==> src/hw/mcic_consts.vh <==
// Constants for the motion card interrupt control block
// Notes on behaviour
// (RULE1) Switch off means no request at all
// (RULE2) Request needs switch on and enabled condition
// (RULE3) Sources are axes, I/O and system
// (RULE4) Mask write touches only the selected source
// (RULE5) Twelve-axis: selectors 0-11 are axes
// (RULE6) Axis mask bits 0-12 per listed conditions
// (RULE7) Axis bit 13 is deviation excess
// (RULE8) Axis bits 14, 15 are compare channels
// (RULE9) Twelve-axis: selector 12 is system source
// (RULE10) I/O bits 0,1 inputs; 8-10 counters
// (RULE11) Six-axis: axes 0-5, system 6, I/O 7
// (RULE12) One request line per card
// (RULE13) Next request held until handler done
// (RULE14) Host event once per raised interrupt
// (RULE15) Latched status, cleared by its read
// (RULE16) Request is OR of latched bits, gated
`ifndef MCIC_CONSTS_VH
`define MCIC_CONSTS_VH
`define MCIC_AXES 12
`define MCIC_SRC_W 4
`define MCIC_MASK_W 16
`define MCIC_NSRC 14
`define MCIC_SYS_SEL_12 4'h0c
`define MCIC_IO_SEL_12 4'h0d
`define MCIC_SYS_SEL_6 4'h6
`define MCIC_IO_SEL_6 4'h7
`define MCIC_AXES_6 4'h6
`define MCIC_SYS_BITS 16'h0007
`define MCIC_IO_BITS 16'h0703
`define MCIC_MASK_RST 16'h0000
`define MCIC_STAT_CLR 16'h0000
`define MCIC_AXIS_BITS 16'hffff
`endif

==> src/hw/mcic_top.v <==
// Interrupt aggregation for the motion card
`timescale 1ns/100ps
`default_nettype none
`include "mcic_consts.vh"
module mcic_top (
    // Clock and reset
    input wire clk,
    input wire resetn,
    // Configuration
    input wire six_axis_mode,
    input wire int_enable,
    // Mask write
    input wire mask_wr,
    input wire [`MCIC_SRC_W-1:0] mask_sel,
    input wire [`MCIC_MASK_W-1:0] mask_data,
    // Status read
    input wire status_rd,
    input wire [`MCIC_SRC_W-1:0] status_sel,
    output reg [`MCIC_MASK_W-1:0] status_data_r,
    output reg status_valid_r,
    // Condition inputs, one word per axis plus system and I/O
    input wire [`MCIC_AXES*`MCIC_MASK_W-1:0] axis_cond,
    input wire [`MCIC_MASK_W-1:0] sys_cond,
    input wire [`MCIC_MASK_W-1:0] io_cond,
    // Host handshake
    input wire handler_busy,
    output reg int_req_r,
    output reg int_event_r
);
// ----------------------------------------
// Reset release
// ----------------------------------------
reg rst_q1_r;
reg rst_q2_r;
always @(posedge clk or negedge resetn) begin
    if (!resetn) begin
        rst_q1_r <= 1'b0;
        rst_q2_r <= 1'b0;
    end else begin
        rst_q1_r <= 1'b1;
        rst_q2_r <= rst_q1_r;
    end
end
wire rst_n = rst_q2_r;
// ----------------------------------------
// Input synchronisers for pin-level conditions and handler busy
// ----------------------------------------
localparam NW = `MCIC_NSRC*`MCIC_MASK_W;
reg [NW-1:0] cond_s1_r;
reg [NW-1:0] cond_s2_r;
reg busy_s1_r;
reg busy_s2_r;
always @(posedge clk or negedge rst_n) begin
    if (!rst_n) begin
        cond_s1_r <= {NW{1'b0}};
        cond_s2_r <= {NW{1'b0}};
        busy_s1_r <= 1'b0;
        busy_s2_r <= 1'b0;
    end else begin
        cond_s1_r <= {io_cond & `MCIC_IO_BITS, sys_cond & `MCIC_SYS_BITS,
                      axis_cond};
        cond_s2_r <= cond_s1_r;
        busy_s1_r <= handler_busy;
        busy_s2_r <= busy_s1_r;
    end
end
// ----------------------------------------
// Selector to internal slot
// ----------------------------------------
// Slots: 0-11 axes, 12 system, 13 I/O; 15 means no source
function [3:0] slot_of;
    input [3:0] sel;
    input six;
    begin
        if (six) begin
            if (sel < `MCIC_AXES_6)
                slot_of = sel; // RULE11
            else if (sel == `MCIC_SYS_SEL_6)
                slot_of = `MCIC_SYS_SEL_12; // RULE11
            else if (sel == `MCIC_IO_SEL_6)
                slot_of = `MCIC_IO_SEL_12; // RULE11
            else
                slot_of = 4'hf;
        end else begin
            // Selectors 0-11 axes, 12 system, 13 I/O
            if (sel <= `MCIC_IO_SEL_12)
                slot_of = sel; // RULE5 RULE9
            else
                slot_of = 4'hf;
        end
    end
endfunction
wire [3:0] wr_slot = slot_of(mask_sel, six_axis_mode);
wire [3:0] rd_slot = slot_of(status_sel, six_axis_mode);
// ----------------------------------------
// Bits each slot may hold
// ----------------------------------------
// Axis words keep all 16 bits; system and I/O words keep only their
// defined bits, so an undefined bit can never latch or request.
function [`MCIC_MASK_W-1:0] keep_bits;
    input [3:0] slot;
    begin
        case (slot)
            `MCIC_SYS_SEL_12: keep_bits = `MCIC_SYS_BITS; // RULE9
            `MCIC_IO_SEL_12: keep_bits = `MCIC_IO_BITS; // RULE10
            default: keep_bits = `MCIC_AXIS_BITS; // RULE6 RULE7 RULE8
        endcase
    end
endfunction
// ----------------------------------------
// Write and read strobes per slot
// ----------------------------------------
// A selector that maps to no slot gives an all-zero strobe, so an
// unmapped write is dropped and an unmapped read returns zero.
reg [`MCIC_NSRC-1:0] wr_hit;
reg [`MCIC_NSRC-1:0] rd_hit;
integer d;
always @* begin
    wr_hit = {`MCIC_NSRC{1'b0}};
    rd_hit = {`MCIC_NSRC{1'b0}};
    for (d = 0; d < `MCIC_NSRC; d = d + 1) begin
        wr_hit[d] = mask_wr && (wr_slot == d); // RULE4
        rd_hit[d] = status_rd && (rd_slot == d); // RULE15
    end
end
// ----------------------------------------
// Condition masks
// ----------------------------------------
reg [`MCIC_MASK_W-1:0] mask_r [0:`MCIC_NSRC-1];
integer m;
always @(posedge clk or negedge rst_n) begin
    if (!rst_n) begin
        for (m = 0; m < `MCIC_NSRC; m = m + 1) begin
            mask_r[m] <= `MCIC_MASK_RST;
        end
    end else begin
        for (m = 0; m < `MCIC_NSRC; m = m + 1) begin
            if (wr_hit[m]) begin
                mask_r[m] <= mask_data & keep_bits(m[3:0]); // RULE4
            end
        end
    end
end
// ----------------------------------------
// Latched status
// ----------------------------------------
// A condition arriving in the cycle of the read that clears its word
// is kept: the set wins, otherwise that interrupt would be lost.
reg [`MCIC_MASK_W-1:0] stat_r [0:`MCIC_NSRC-1];
integer s;
always @(posedge clk or negedge rst_n) begin
    if (!rst_n) begin
        for (s = 0; s < `MCIC_NSRC; s = s + 1) begin
            stat_r[s] <= `MCIC_MASK_RST;
        end
    end else begin
        for (s = 0; s < `MCIC_NSRC; s = s + 1) begin
            stat_r[s] <= (rd_hit[s] ? `MCIC_STAT_CLR : stat_r[s]) | // RULE15
                (cond_s2_r[s*`MCIC_MASK_W +: `MCIC_MASK_W] & mask_r[s]); // RULE2
        end
    end
end
// ----------------------------------------
// Status read-out
// ----------------------------------------
// Data reads as zero outside its valid cycle, so the host side never
// has to qualify it before use.
reg [`MCIC_MASK_W-1:0] status_data_nxt;
integer r;
always @* begin
    status_data_nxt = `MCIC_MASK_RST;
    for (r = 0; r < `MCIC_NSRC; r = r + 1) begin
        if (rd_hit[r]) begin
            status_data_nxt = stat_r[r]; // RULE15
        end
    end
end
always @(posedge clk or negedge rst_n) begin
    if (!rst_n) begin
        status_data_r <= `MCIC_MASK_RST;
        status_valid_r <= 1'b0;
    end else begin
        status_data_r <= status_data_nxt;
        status_valid_r <= status_rd; // RULE15
    end
end
// ----------------------------------------
// Pending summary
// ----------------------------------------
reg [`MCIC_NSRC-1:0] any_nxt;
integer a;
always @* begin
    any_nxt = {`MCIC_NSRC{1'b0}};
    for (a = 0; a < `MCIC_NSRC; a = a + 1) begin
        any_nxt[a] = |stat_r[a]; // RULE3 RULE16
    end
end
// ----------------------------------------
// Request and event
// ----------------------------------------
// A request is raised only while the host handler is idle, so a new
// one waits until the previous handler has finished. A fresh event
// needs the request to fall and rise again.
wire pend = (|any_nxt) & int_enable; // RULE16 RULE1
reg int_req_nxt;
reg int_event_nxt;
always @* begin
    int_req_nxt = int_req_r;
    int_event_nxt = 1'b0;
    if (!int_enable) begin
        int_req_nxt = 1'b0; // RULE1
    end else if (!int_req_r) begin
        if (pend && !busy_s2_r) begin
            int_req_nxt = 1'b1; // RULE2 RULE12 RULE13
            int_event_nxt = 1'b1; // RULE14
        end
    end else if (!pend) begin
        int_req_nxt = 1'b0; // RULE15
    end
end
always @(posedge clk or negedge rst_n) begin
    if (!rst_n) begin
        int_req_r <= 1'b0;
        int_event_r <= 1'b0;
    end else begin
        int_req_r <= int_req_nxt;
        int_event_r <= int_event_nxt;
    end
end
endmodule // mcic_top
`default_nettype wire

==> config.mk <==
export PLATFORM = sky130hd
export DESIGN_NAME = mcic_top
export DESIGN_NICKNAME = d
export VERILOG_FILES = /design/src/hw/mcic_top.v
export VERILOG_INCLUDE_DIRS = /design/src /design/src/hw
export SDC_FILE = /design/constraint.sdc
export NUM_CORES = 1
export LEC_CHECK = 0
export BUFFER_PORTS_ARGS = -buffer_cell sky130_fd_sc_hd__buf_2
export CORE_UTILIZATION = 52
export DETAILED_ROUTE_END_ITERATION = 16
export PLACE_DENSITY_LB_ADDON = 0.3
export SKIP_CTS_REPAIR_TIMING = 1
export SYNTH_ARGS = -nofsm -noshare
export SYNTH_HDL_FRONTEND = slang
export SYNTH_SLANG_ARGS = --single-unit
==> constraint.sdc <==
create_clock -name clk -period 25.2 [get_ports clk]
set_clock_uncertainty 0.05 [all_clocks]
set_input_delay 3.78 -clock clk [delete_from_list [all_inputs] [get_ports clk]]
set_output_delay 3.78 -clock clk [all_outputs]
set_load 0.02 [all_outputs]
==> impl_results.md <==
* Max incr delay on CP at 0.84 ns
* Number of CTS-inserted buffers at 81
* Crit path max fanout at 37
* CP Class: input port to flip-flop
* Endpoints failing hold at 0
* HP Class: flip-flop to flip-flop
* GRT Residual Overflow at 0
* Lkg Pwr at 14.9 nW
* Drt pass-1 iters at 6
* Detail Placement HPWL at around 49,000 µm
* Die area at 53,900 µm²
* Synthesis-stage register bit count at between 800 and 900
* EDFF count, synth at 0
* Yosys warning count at 0
* Worst skew pair latency at 0.64 ns
* Top cell family by delay on the critical path: simple AND/OR/NAND/NOR gates
* Tot Pwr at 3.12 mW
* RSZ-0062 raised after global routing: false
* Clock Tree Buf Depth at 3
* Worst Slack Setup Final at 18.64 ns
* Vias in the first global route at 16.6k
* Hold Crit Depth at 0
* Post-synth top flop: dfrtp_1
* Antenna violations before repair at 5
* Layout cells sized above 1 at ~28%
* F_max at 152 MHz
* Total core area at 52,400 µm²
* Global-route wire length before repair at 107,000 µm
* Initial Utilization at 52.5%
* CP max-delay cell: nor3_2
* Measured slew at the worst slew-check pin at 1.21 ns
* Mapped Area at 27,600 µm²
* CP bufs+invs at 2
* R2R depth at 4
* Syn avg cell area at 16.4 µm²
* Post-Synthesis Net Count at 1,935
* Max Cap Viol at 0
* Status: finished, final reports clean
* Synth cell types at 68
* CP endpoint kind: flip-flop
* Cell count after synthesis at 1,680
* Final TNS setup at 0 ns
* Post-synth ARST share at 100%
* CTS tree: built
* CTS root buffer: clkbuf_16
* Fin crit period at 6.56 ns
* Via count at between 15k and 20k
* Register area share after synthesis at 74.7%
* Num ports at between 200 and 300
* Final slew viol count at 0
* Dpl ws at 18.22 ns
* Row count at 84
* DRT antenna net count at 0
* Pwr per Cell Area at 96.2 nW/µm²
* Final #Nets at 2,212
* Worst slew margin at 19.5%
* Crit path DAT at 6.97 ns
* Clk sinks at between 800 and 900
* Crit start category: input port
* Setup violations, final at 0
* Port bufs at about 250
* Total track usage at 27.5%
* DRT iter0 DRCs at 1,593
* Final wirelength at 71,700 µm
* Die Span Y at approximately 230 µm
* WP depth at 7
* Req. time, crit path at 25.60 ns
* Worst-path cell chain: buf_2 -> buf_4 -> nand2_1 -> nor3_2 -> a22oi_1 -> and4_1 -> a211oi_1
* Worst-path clk slew at 0.06 ns
* Maximum vdd drop at 0.0555 mV
* CTS H-Tree Depth at 3
* DRC viols at 0
* Final instance area at approximately 32,000 µm²
* Final GP Congestion at 0.923
* Area Growth Syn to Fin at 17.6%
* Via/cell ratio at roughly 6.0
* Wire per inst at 26.4 µm
* Final Cycle Share at approximately a quarter
* Pin count of the biggest net entering global routing at 196
* Placement Cell Area at 29,500 µm²
* Die Width at 232 µm
cell usage after synthesis, drive strengths merged, types with 3 or more instances:
cell type / number / share of area, %
a2bb2oi: 6 / 0.19
a21oi: 18 / 0.33
nor2: 29 / 0.41
nor3: 10 / 0.24
o211ai: 11 / 0.30
a211oi: 4 / 0.11
nor2b: 6 / 0.14
dfrtp: 823 / 75
nand3b: 6 / 0.21
mux2i: 13 / 0.47
a32oi: 7 / 0.22
o22ai: 4 / 0.091
and3: 3 / 0.068
nand2b: 12 / 0.27
a22oi: 25 / 0.68
nor4: 52 / 1.2
mux4: 4 / 0.33
nor3b: 5 / 0.17
o221ai: 12 / 0.40
clkbuf: 33 / 0.45
inv: 9 / 0.12
o21a: 3 / 0.082
or3: 4 / 0.091
nand4: 15 / 0.36
nand2: 36 / 0.49
nand3: 6 / 0.11
buf: 47 / 0.93
a221oi: 11 / 0.35
a2111oi: 6 / 0.19
o21ai: 17 / 0.31
a22o: 204 / 6.5
mux2: 204 / 8.3
o22a: 7 / 0.22
stage by stage:
step                instances  hold slack (ns)  util, %
detailed placement       2562            0.285     56.3
CTS                      2710            0.294     61.8
global placement         2562            0.286     56.3
floorplan                1680            0.281        -
finish                   2712            0.287     61.8
global route             2710            0.298     61.8
sequential cells by signal (all words and copies together) (netlist names), 16 cells and up:
| name | cells |
|---|---|
| mask_r | 200 |
| cond_s1_r | 200 |
| stat_r | 200 |
| status_data_r | 16 |
| cond_s2_r | 200 |
report_power, final:
part	leakage [nW]	switching [mW]	total [mW]	internal, mW
clock	1.41	0.507	1.29	0.780
combinational	4.10	0.0998	0.217	0.117
sequential	9.35	0.133	1.61	1.48
final cells by class:
class	count	area (µm²)
clock inverters	39	576
fillers	3814	20000
repair buffers	274	1450
flip-flops and latches	823	20600
multi-input cells	768	6560
diodes	2	5.00
clock buffers	109	2330
inverters	9	33.8
well taps	688	861
layer usage:
layer	vias up	part of all wire (%)	track usage (%)
met3	146	6.4	5.81
li1	6778	-	-
met5	-	0.028	0
met4	4	3.2	9.15
met1	8634	40	36.8
met2	663	50	44.9
cell families (layout without fill, tap and decap cells):
family / Yosys count / after routing / synth area share, %
flops: 823 / 823 / 74.7
compound gates: 349 / 349 / 10.4
buf+inv: 89 / 431 / 1.50
other cells: 1 / 3 / 0.0136
simple gates: 197 / 197 / 4.20
mux: 221 / 221 / 9.14
worst paths after layout:
kind / endpoint / start / slack [ns]
worst max-delay path: status_data_r[9] / status_sel[0] / 18.64
worst min-delay path: busy_s2_r / busy_s1_r / 0.29
worst max register to register: cond_s2_r[21] / rst_n / 20.40
worst min register to register: busy_s2_r / busy_s1_r / 0.29
max in group asynchronous: cond_s2_r[21] / rst_n / 20.40
min in group asynchronous: stat_r[107] / rst_n / 0.46
cell usage in the layout (no fill, tap or decap), types with 10 or more instances in the layout:
| master | n |
|---|---|
| nor2_1 | 27 |
| clkbuf_1 | 10 |
| a221oi_1 | 11 |
| dfrtp_1 | 822 |
| clkbuf_8 | 16 |
| nand2_1 | 36 |
| a22o_1 | 204 |
| clkbuf_16 | 83 |
| nor4_1 | 52 |
| o21ai_0 | 13 |
| nand4_1 | 14 |
| nand2b_1 | 12 |
| bufinv_16 | 12 |
| buf_4 | 24 |
| mux2_2 | 131 |
| mux2_1 | 73 |
| a22oi_1 | 25 |
| o221ai_1 | 11 |
| buf_2 | 249 |
| a21oi_1 | 18 |
| o211ai_1 | 11 |
| clkinv_2 | 10 |
| mux2i_1 | 13 |
Power figures use the tool's default switching activity.
